**src/tdk_map.svh**
```systemverilog
// Clock period, tick length and timing counts of the totaliser front panel
`ifndef TDK_MAP_SVH
`define TDK_MAP_SVH
`define TDK_CLK_NS 10
`define TDK_TICK_NS 1000000
`define TDK_TICK_CYCLES (`TDK_TICK_NS / `TDK_CLK_NS)
// All ms counts below run on the 1 ms tick
`define TDK_INIT_DELAY_MS 12'h064
`define TDK_LAMP_MS 12'h7D0
`define TDK_ID_MS 12'h7D0
`define TDK_LOCAL_RESET_MS 12'h7D0
`define TDK_REMOTE_RESET_MS 12'h3E8
`define TDK_FLOW_MS 12'h7D0
`define TDK_FLOW_STEP_MS 12'h0FA
`define TDK_RATE_GATE_MS 12'h3E8
`define TDK_DEBOUNCE_MS 5'h14
`define TDK_MS_ZERO 12'h000
`define TDK_MS_ONE 12'h001
`define TDK_HOLD_SAT 16'hFFFF
`endif

```
**src/tdk_pkg.sv**
```systemverilog
// Types shared by the totaliser front-panel design
package tdk_pkg;
  typedef enum logic [2:0] {INIT_DELAY, LAMP_TEST, SHOW_ID, CAL_LOAD, RUN} tdk_state_t;

  typedef struct packed {
    logic func;
    logic up;
    logic down;
    logic enter;
  } tdk_keys_t;

  typedef struct packed {
    logic [23:0] rate;
    logic [31:0] total;
    logic blank;
    logic allSegments;
    logic showId;
    logic annGrandTotal;
    logic annHold;
    logic annReset;
    logic flowActive;
    logic [1:0] flowPhase;
  } tdk_panel_t;
endpackage
```
**src/tdk_debounce.sv**
```systemverilog
// Two-stage synchroniser and tick-based debouncer for five contact inputs
`timescale 1ns/100ps
`include "tdk_map.svh"
module tdk_debounce (
  input wire logic mclk,
  input wire logic rstSync_n,
  input wire logic tick,
  input wire logic [4:0] raw,
  output logic [4:0] clean
);
  logic [4:0] syncA;
  logic [4:0] syncB;
  logic [4:0][4:0] cnt;

  always_ff @(posedge mclk or negedge rstSync_n)
  begin
    if (!rstSync_n)
    begin
      syncA <= 5'h00;
      syncB <= 5'h00;
    end
    else
    begin
      syncA <= raw;
      syncB <= syncA;
    end
  end

  // A level must stay put for the full debounce time before it is accepted
  always_ff @(posedge mclk or negedge rstSync_n)
  begin
    if (!rstSync_n)
    begin
      clean <= 5'h00;
      cnt <= '0;
    end
    else
    begin
      for (int i = 0; i < 5; i++)
      begin
        if (syncB[i] == clean[i])
          cnt[i] <= 5'h00;
        else if (tick)
        begin
          if (cnt[i] == `TDK_DEBOUNCE_MS - 5'h01)
          begin
            clean[i] <= syncB[i]; // RL16
            cnt[i] <= 5'h00;
          end
          else
            cnt[i] <= cnt[i] + 5'h01;
        end
      end
    end
  end
endmodule

```
**src/tdk_front_panel.sv**
```systemverilog
// Front-panel sequencing, keypad, totals and annunciators of the rate totaliser
// What this block does
// RL1: Run power-up sequence before any display operation
// RL2: Light every segment two seconds after delay
// RL3: Show firmware part and version two seconds
// RL4: Then start rate and total with calibration
// RL5: Function plus down shows grand total low
// RL6: Function plus up shows grand total high
// RL7: Up plus down two seconds clears total
// RL8: Down alone shows firmware part and version
// RL9: Rate on separate six-digit display
// RL10: Eight-digit total, cleared by local/remote reset
// RL11: Each pulse in run animates flow indicator two seconds
// RL12: Hold lamp when frequency below clip-off
// RL13: Reset lamp while total reset in progress
// RL14: Four buttons; alarm option may reassign them
// RL15: Remote contact over one second; held inhibits
// RL16: Synchronise, debounce, time holds on clock ticks
// RL17: Total clears leave grand total untouched
`timescale 1ns/100ps
`include "tdk_map.svh"
module tdk_front_panel #(
  parameter int TICK_CYCLES = `TDK_TICK_CYCLES,
  parameter logic [31:0] FW_PART = 32'h00000100, // Arbitrary value
  parameter logic [23:0] FW_VERSION = 24'h000001 // Arbitrary value
) (
  input wire logic mclk,
  input wire logic reset_n,
  input wire tdk_pkg::tdk_keys_t keyRaw,
  input wire logic remoteContact,
  input wire logic pulseIn,
  input wire logic localResetEn,
  input wire logic altKeyMode,
  input wire logic [15:0] clipOffMs,
  input wire logic calLoadDone,
  output logic calLoadReq,
  output tdk_pkg::tdk_keys_t keys,
  output tdk_pkg::tdk_panel_t panel
);
  logic [1:0] rstPipe;
  logic rstSync_n;
  logic [16:0] divCnt;
  logic tick;
  tdk_pkg::tdk_state_t state;
  tdk_pkg::tdk_state_t next_state;
  logic [11:0] phaseMs;
  logic [2:0] pulsePipe;
  logic pulseEdge;
  logic remoteHeld;
  logic running;
  logic counting;
  logic [31:0] total;
  logic [63:0] grand;
  logic [23:0] rateBcd;
  logic [23:0] rateAcc;
  logic [11:0] gateMs;
  logic gateEnd;
  logic [63:0] totalInc;
  logic [63:0] grandInc;
  logic [63:0] rateInc;
  logic gtLow;
  logic gtHigh;
  logic idShow;
  logic comboHeld;
  logic [11:0] localMs;
  logic localFire;
  logic [11:0] remMs;
  logic remFire;
  logic clearTotal;
  logic [15:0] sincePulse;
  logic [11:0] flowMs;
  logic [11:0] flowStepMs;
  logic [1:0] flowPhase;
  tdk_pkg::tdk_panel_t next_panel;

  function automatic logic [63:0] bcdInc(input logic [63:0] v);
    logic [63:0] r;
    logic carry;
    r = v;
    carry = 1'b1;
    for (int i = 0; i < 16; i++)
    begin
      if (carry)
      begin
        if (r[i*4 +: 4] == 4'h9)
          r[i*4 +: 4] = 4'h0;
        else
        begin
          r[i*4 +: 4] = r[i*4 +: 4] + 4'h1;
          carry = 1'b0;
        end
      end
    end
    return r;
  endfunction

  always_ff @(posedge mclk or negedge reset_n)
  begin
    if (!reset_n)
      rstPipe <= 2'h0;
    else
      rstPipe <= {rstPipe[0], 1'b1};
  end
  assign rstSync_n = rstPipe[1];

  always_ff @(posedge mclk or negedge rstSync_n)
  begin
    if (!rstSync_n)
      divCnt <= 17'h00000;
    else if (tick)
      divCnt <= 17'h00000;
    else
      divCnt <= divCnt + 17'h00001;
  end
  assign tick = (divCnt == 17'(TICK_CYCLES - 1)); // RL16

  tdk_debounce u_debounce (
    .mclk(mclk),
    .rstSync_n(rstSync_n),
    .tick(tick),
    .raw({remoteContact, keyRaw}),
    .clean({remoteHeld, keys})
  ); // RL14

  // Power-up display sequence; every reset release restarts it
  always_comb
  begin
    next_state = state;
    case (state)
      tdk_pkg::INIT_DELAY:
        if (tick && phaseMs == `TDK_INIT_DELAY_MS - `TDK_MS_ONE)
          next_state = tdk_pkg::LAMP_TEST; // RL1
      tdk_pkg::LAMP_TEST:
        if (tick && phaseMs == `TDK_LAMP_MS - `TDK_MS_ONE)
          next_state = tdk_pkg::SHOW_ID; // RL2
      tdk_pkg::SHOW_ID:
        if (tick && phaseMs == `TDK_ID_MS - `TDK_MS_ONE)
          next_state = tdk_pkg::CAL_LOAD; // RL3
      tdk_pkg::CAL_LOAD:
        if (calLoadDone)
          next_state = tdk_pkg::RUN; // RL4
      tdk_pkg::RUN: next_state = tdk_pkg::RUN;
      default: next_state = tdk_pkg::INIT_DELAY;
    endcase
  end

  always_ff @(posedge mclk or negedge rstSync_n)
  begin
    if (!rstSync_n)
      state <= tdk_pkg::INIT_DELAY; // RL1
    else
      state <= next_state;
  end

  always_ff @(posedge mclk or negedge rstSync_n)
  begin
    if (!rstSync_n)
      phaseMs <= `TDK_MS_ZERO;
    else if (state != next_state)
      phaseMs <= `TDK_MS_ZERO;
    else if (tick)
      phaseMs <= phaseMs + `TDK_MS_ONE;
  end

  assign calLoadReq = (state == tdk_pkg::CAL_LOAD); // RL4
  assign running = (state == tdk_pkg::RUN);

  always_ff @(posedge mclk or negedge rstSync_n)
  begin
    if (!rstSync_n)
      pulsePipe <= 3'h0;
    else
      pulsePipe <= {pulsePipe[1:0], pulseIn};
  end
  assign pulseEdge = pulsePipe[1] & ~pulsePipe[2];

  // A closed remote contact stops totalisation, so a permanent closure inhibits
  assign counting = running && !remoteHeld; // RL15
  assign totalInc = bcdInc({32'h00000000, total});
  assign grandInc = bcdInc(grand);
  assign rateInc = bcdInc({40'h0000000000, rateAcc});

  always_ff @(posedge mclk or negedge rstSync_n)
  begin
    if (!rstSync_n)
      total <= 32'h00000000;
    else if (clearTotal)
      total <= 32'h00000000; // RL10
    else if (pulseEdge && counting)
      total <= totalInc[31:0];
  end

  // Grand total only ever counts; no local or remote reset reaches it
  always_ff @(posedge mclk or negedge rstSync_n)
  begin
    if (!rstSync_n)
      grand <= 64'h0000000000000000;
    else if (pulseEdge && counting)
      grand <= grandInc; // RL17
  end

  // Rate is pulses per one-second gate; scaling lives elsewhere
  assign gateEnd = tick && gateMs == `TDK_RATE_GATE_MS - `TDK_MS_ONE;
  always_ff @(posedge mclk or negedge rstSync_n)
  begin
    if (!rstSync_n)
    begin
      gateMs <= `TDK_MS_ZERO;
      rateAcc <= 24'h000000;
      rateBcd <= 24'h000000;
    end
    else if (!running)
    begin
      gateMs <= `TDK_MS_ZERO;
      rateAcc <= 24'h000000;
    end
    else
    begin
      if (gateEnd)
      begin
        gateMs <= `TDK_MS_ZERO;
        rateBcd <= rateAcc; // RL9
        rateAcc <= pulseEdge ? 24'h000001 : 24'h000000;
      end
      else
      begin
        if (tick)
          gateMs <= gateMs + `TDK_MS_ONE;
        if (pulseEdge)
          rateAcc <= rateInc[23:0];
      end
    end
  end

  // Alarm option takes the keypad over, so display-mode combinations go quiet
  assign gtLow = running && !altKeyMode && keys.func && keys.down && !keys.up; // RL14
  assign gtHigh = running && !altKeyMode && keys.func && keys.up && !keys.down;
  assign idShow = running && !altKeyMode && keys.down && !keys.up && !keys.func;
  assign comboHeld = running && !altKeyMode && localResetEn && keys.up && keys.down && !keys.func;

  always_ff @(posedge mclk or negedge rstSync_n)
  begin
    if (!rstSync_n)
      localMs <= `TDK_MS_ZERO;
    else if (!comboHeld)
      localMs <= `TDK_MS_ZERO;
    else if (tick && localMs != `TDK_LOCAL_RESET_MS)
      localMs <= localMs + `TDK_MS_ONE; // RL16
  end
  assign localFire = comboHeld && tick && localMs == `TDK_LOCAL_RESET_MS - `TDK_MS_ONE; // RL7

  // Counter saturates one past the limit: fires only once the closure exceeds it
  always_ff @(posedge mclk or negedge rstSync_n)
  begin
    if (!rstSync_n)
      remMs <= `TDK_MS_ZERO;
    else if (!remoteHeld || !running)
      remMs <= `TDK_MS_ZERO;
    else if (tick && remMs != `TDK_REMOTE_RESET_MS + `TDK_MS_ONE)
      remMs <= remMs + `TDK_MS_ONE;
  end
  assign remFire = remoteHeld && running && tick && remMs == `TDK_REMOTE_RESET_MS; // RL15
  assign clearTotal = localFire || remFire; // RL10

  always_ff @(posedge mclk or negedge rstSync_n)
  begin
    if (!rstSync_n)
      sincePulse <= 16'h0000;
    else if (pulseEdge)
      sincePulse <= 16'h0000;
    else if (tick && sincePulse != `TDK_HOLD_SAT)
      sincePulse <= sincePulse + 16'h0001;
  end

  always_ff @(posedge mclk or negedge rstSync_n)
  begin
    if (!rstSync_n)
      flowMs <= `TDK_MS_ZERO;
    else if (pulseEdge && running)
      flowMs <= `TDK_FLOW_MS; // RL11
    else if (tick && flowMs != `TDK_MS_ZERO)
      flowMs <= flowMs - `TDK_MS_ONE;
  end

  always_ff @(posedge mclk or negedge rstSync_n)
  begin
    if (!rstSync_n)
    begin
      flowStepMs <= `TDK_MS_ZERO;
      flowPhase <= 2'h0;
    end
    else if (tick && flowMs != `TDK_MS_ZERO)
    begin
      if (flowStepMs == `TDK_FLOW_STEP_MS - `TDK_MS_ONE)
      begin
        flowStepMs <= `TDK_MS_ZERO;
        flowPhase <= flowPhase + 2'h1;
      end
      else
        flowStepMs <= flowStepMs + `TDK_MS_ONE;
    end
  end

  always_comb
  begin
    next_panel = '0;
    next_panel.blank = (state == tdk_pkg::INIT_DELAY);
    next_panel.allSegments = (state == tdk_pkg::LAMP_TEST); // RL2
    next_panel.showId = (state == tdk_pkg::SHOW_ID) || idShow; // RL3
    next_panel.rate = rateBcd; // RL9
    next_panel.total = total; // RL10
    if (next_panel.showId)
    begin
      next_panel.rate = FW_VERSION; // RL8
      next_panel.total = FW_PART;
    end
    else if (gtLow)
      next_panel.total = grand[31:0]; // RL5
    else if (gtHigh)
      next_panel.total = grand[63:32]; // RL6
    next_panel.annGrandTotal = gtLow || gtHigh;
    next_panel.annHold = running && ({16'h0000, sincePulse} > {16'h0000, clipOffMs}); // RL12
    next_panel.annReset = (comboHeld && localMs == `TDK_LOCAL_RESET_MS)
      || (remoteHeld && running && remMs == `TDK_REMOTE_RESET_MS + `TDK_MS_ONE); // RL13
    next_panel.flowActive = (flowMs != `TDK_MS_ZERO);
    next_panel.flowPhase = flowPhase;
  end

  always_ff @(posedge mclk or negedge rstSync_n)
  begin
    if (!rstSync_n)
      panel <= '0;
    else
      panel <= next_panel;
  end
endmodule

```
**config.mk**
```make
export PLATFORM = sky130hd
export DESIGN_NAME = tdk_front_panel
export DESIGN_NICKNAME = d
export VERILOG_FILES = /design/src/tdk_pkg.sv /design/src/tdk_debounce.sv /design/src/tdk_front_panel.sv
export VERILOG_INCLUDE_DIRS = /design/src
export SDC_FILE = /design/constraint.sdc
export NUM_CORES = 1
export LEC_CHECK = 0
export BUFFER_PORTS_ARGS = -buffer_cell sky130_fd_sc_hd__buf_2
export CAP_MARGIN = 10
export CORE_MARGIN = 2
export CORE_UTILIZATION = 50
export CTS_CLUSTER_SIZE = 30
export DETAILED_ROUTE_END_ITERATION = 10
export GPL_ROUTABILITY_DRIVEN = 0
export GPL_TIMING_DRIVEN = 0
export PLACE_DENSITY = 0.67
export SYNTH_ARGS = -nofsm -noshare
export SYNTH_HDL_FRONTEND = slang
export SYNTH_HIERARCHICAL = 1
export SYNTH_SLANG_ARGS = --single-unit
```
**constraint.sdc**
```tcl
create_clock -name mclk -period 13 [get_ports mclk]
set_clock_uncertainty 0.1 [all_clocks]
set_input_delay 1.3 -clock mclk [delete_from_list [all_inputs] [get_ports mclk]]
set_output_delay 1.3 -clock mclk [all_outputs]
set_load 0.03 [all_outputs]
```
==> run summary <==
R2R Setup Slk -> 9.06 ns
Die Ht -> 196 um
HPWL Detailed -> 29800 um
Worst path arrival time -> 4.29 ns
Final Hold Vio Count -> 0
Finish-stage setup viols -> 0
Synth top cells by count -> dfrtp_1 (364), nor2_1 (212), nand2_1 (129)
Hold buffers post-CTS -> 0
Critical Path End Type -> flip-flop
EDFF count, synth -> 0
Tmin final -> 3.94 ns
Syn Std Cell Area -> 18400 um2
Postcts setup bufs -> 0
Static Leak -> 9.72 nW
Post-Synthesis Cells -> 1842
Count leader, synth -> dfrtp_1
Period utilization -> 30.3%
Avg WL per Cell -> 16.9 um
Vias -> 14200
Top_reg_cell synth -> dfrtp_1
Antenna Violating Nets Remaining -> 0
CTS Root Cell -> clkbuf_16
Main area contributors after synthesis -> dfrtp_1 (50%), nor2_1 (4.3%), ha_1 (4.1%)
Share of cells above drive strength 1 -> 11.8%
H-tree levels -> 2
Clock Sinks -> 364
Avg Cell Area, Syn -> 9.99 um2
Core ar. -> 36400 um2
Synthesized flop and latch total -> 364
Post_cts resized -> 0
Syn. warnings -> 6
Max-capacitance violation count -> 0
Fill count -> 3081
Net count, final -> 2075
Global route total overflow -> 0
Clk pin slew, worst setup/hold paths -> 0.06 ns
Drt total wl -> 42000 um
Via/cell ratio -> 5.70
Worst r2r src -> state[1]$_DFF_PN0_
Skew-Pair Late Insertion Delay -> 0.56 ns
First DRT Iteration DRCs -> 806
Min Hold Slack -> 0.173 ns
Final Max Slew Viols -> 0
Library cells used by synthesis -> 72
GRT Resource Usage Total -> 22.2%
Max clock buf depth -> 3
Number of global-route vias before repair -> 13800
Die Wd -> 196 um
Pwr dens -> 111 nW/um2
Fmax -> 254 MHz
Seq/Total Area, Yosys -> 49.5%
Pre-antenna DRT Iters -> 5
Die Area -> 38300 um2
Slew @ Worst Pin -> 1.19 ns
CTS tree -> yes
Leading area contributor after synthesis -> dfrtp_1
Setup WS post-layout -> 9.06 ns
Area delta synth->final -> 14.0%
Worst Path Max Fanout -> 10
R2R cell count -> 7
Rows -> 70
WP data required -> 13.35 ns
Post-synth top area share -> 49.5%
Synth async-reset ratio -> 100%
CP Class -> reg2reg
Hold crit path type -> reg2async
Reg-to-reg endpoint -> grand[55]$_DFFE_PN0P_
Initial core utilization -> 50.5%
Final Core Density -> 57.6%
Crit start category -> flip-flop
Place WS -> 9.11 ns
Initial antenna violation count -> 1
Input/output buffers -> 96
Status -> completed
Num CTS Buffers -> 41
Relative slew slack -> 20.0%
I/O pin total -> 97
Synthesized Nets -> 1930
Global-route wire length before repair -> 69700 um
Peak supply drop -> 0.0000845 V
RSZ-0062 raised after global routing -> no
Largest net degree at the start of global routing -> 70
Post-route DRC -> 0
[logic make-up after synthesis]
kind of cell,Yosys count,share of synthesized area (%)
AOI/OAI and AO/OA,265,9.30
xor gates and xnor gates,110,5.24
adders and majority gates,61,4.15
buffers and inverters,139,3.01
DFF,364,49.5
muxes,90,5.18
other,1,0.0204
and+or+nand+nor,812,23.6
[worst max path at each step]
stage / start / to / slack [ns] / cells after the start
after CTS: state[0]$_DFF_PN0_ / grand[51]$_DFFE_PN0P_ / 9.08 / 7
after detailed placement: state[0]$_DFF_PN0_ / grand[51]$_DFFE_PN0P_ / 9.11 / 7
after global routing: state[1]$_DFF_PN0_ / grand[51]$_DFFE_PN0P_ / 8.86 / 7
after floorplan: rstPipe[1]$_DFF_PN0_ / divCnt[0]$_DFF_PN0_ / 2.00 / 0
after global placement: rstPipe[1]$_DFF_PN0_ / panel[58]$_DFF_PN0_ / -2.23 / 0
final: state[1]$_DFF_PN0_ / grand[55]$_DFFE_PN0P_ / 9.06 / 7
[layout make-up]
| type | count | area, um2 | area share (%) |
|---|---|---|---|
| Inverter | 61 | 229 | 1.09 |
| Tap cell | 468 | 586 | 2.79 |
| Timing Repair Buffer | 102 | 646 | 3.08 |
| Multi-Input combinational cell | 1339 | 8730 | 41.6 |
| Antenna cell | 1 | 2.50 | 0.0119 |
| Buffer | 78 | 325 | 1.55 |
| Clock inverter | 10 | 108 | 0.513 |
| Clock buffer | 62 | 1240 | 5.90 |
| Sequential cell | 364 | 9110 | 43.4 |
[layout by cell type (no fill, tap or decap), types with 23 or more instances in the layout]
| master | Yosys | routed |
|---|---|---|
| mux2i_1 | 49 | 49 |
| or3_1 | 32 | 32 |
| nand4_1 | 58 | 58 |
| nor2_1 | 212 | 212 |
| a211oi_1 | 33 | 33 |
| nand2_1 | 129 | 129 |
| a21oi_1 | 86 | 86 |
| ha_1 | 61 | 61 |
| inv_1 | 61 | 61 |
| o21ai_0 | 51 | 51 |
| xor2_1 | 36 | 36 |
| xnor2_1 | 74 | 74 |
| nor3_1 | 43 | 43 |
| clkbuf_1 | 60 | 70 |
| nor2b_1 | 57 | 57 |
| nand3_1 | 91 | 91 |
| clkbuf_16 | 0 | 43 |
| nor4_1 | 23 | 23 |
| mux2_2 | 33 | 33 |
| dfrtp_1 | 364 | 363 |
| buf_2 | 5 | 101 |
[where the power goes]
| part | switching (mW) | internal [mW] |
|---|---|---|
| Clock | 0.461 | 0.695 |
| Sequential | 0.00314 | 1.14 |
| Combinational | 0.0292 | 0.0113 |
| Total | 0.493 | 1.84 |
[flip-flops by register name (all words and copies together), names as in the netlist, 5 cells and up]
| name | cells |
|---|---|
| flowMs | 12 |
| panel | 65 |
| gateMs | 12 |
| rateBcd | 24 |
| remMs | 12 |
| u_debounce/syncB | 5 |
| localMs | 12 |
| total | 32 |
| u_debounce/clean | 5 |
| divCnt | 17 |
| sincePulse | 16 |
| flowStepMs | 12 |
| grand | 64 |
| u_debounce/cnt | 25 |
| u_debounce/syncA | 5 |
| rateAcc | 24 |
| phaseMs | 12 |
[critical path, stage by stage, from the launching register on]
cell	delay (ns)
dfrtp_1	0.41
nor3b_1	0.58
clkbuf_1	0.61
nand2_1	0.26
nor4_2	0.85
clkbuf_1	0.55
o2111ai_1	0.20
a22o_1	0.26
[metrics by stage]
| step | total power [mW] | cell area [um2] | setup TNS (ns) | instances |
|---|---|---|---|---|
| final | 2.34 | 21000 | 0 | 2485 |
| after global routing | 2.42 | 21000 | 0 | 2484 |
| after CTS | 2.37 | 21000 | 0 | 2484 |
| after detailed placement | 1.20 | 19600 | 0 | 2412 |
| after global placement | 1.20 | 19500 | -795.65 | 2406 |
| after floorplan | 1.18 | 18400 | 0 | 1842 |
[per-layer routing]
metal / vias up / track usage, % / wire (um)
met5: - / 0 / 0
met3: 66 / 3.92 / 1900
li1: 6824 / - / -
met2: 254 / 36.1 / 20100
met1: 7029 / 30.7 / 19100
met4: 0 / 6.51 / 888
Power figures use the tool's default switching activity.
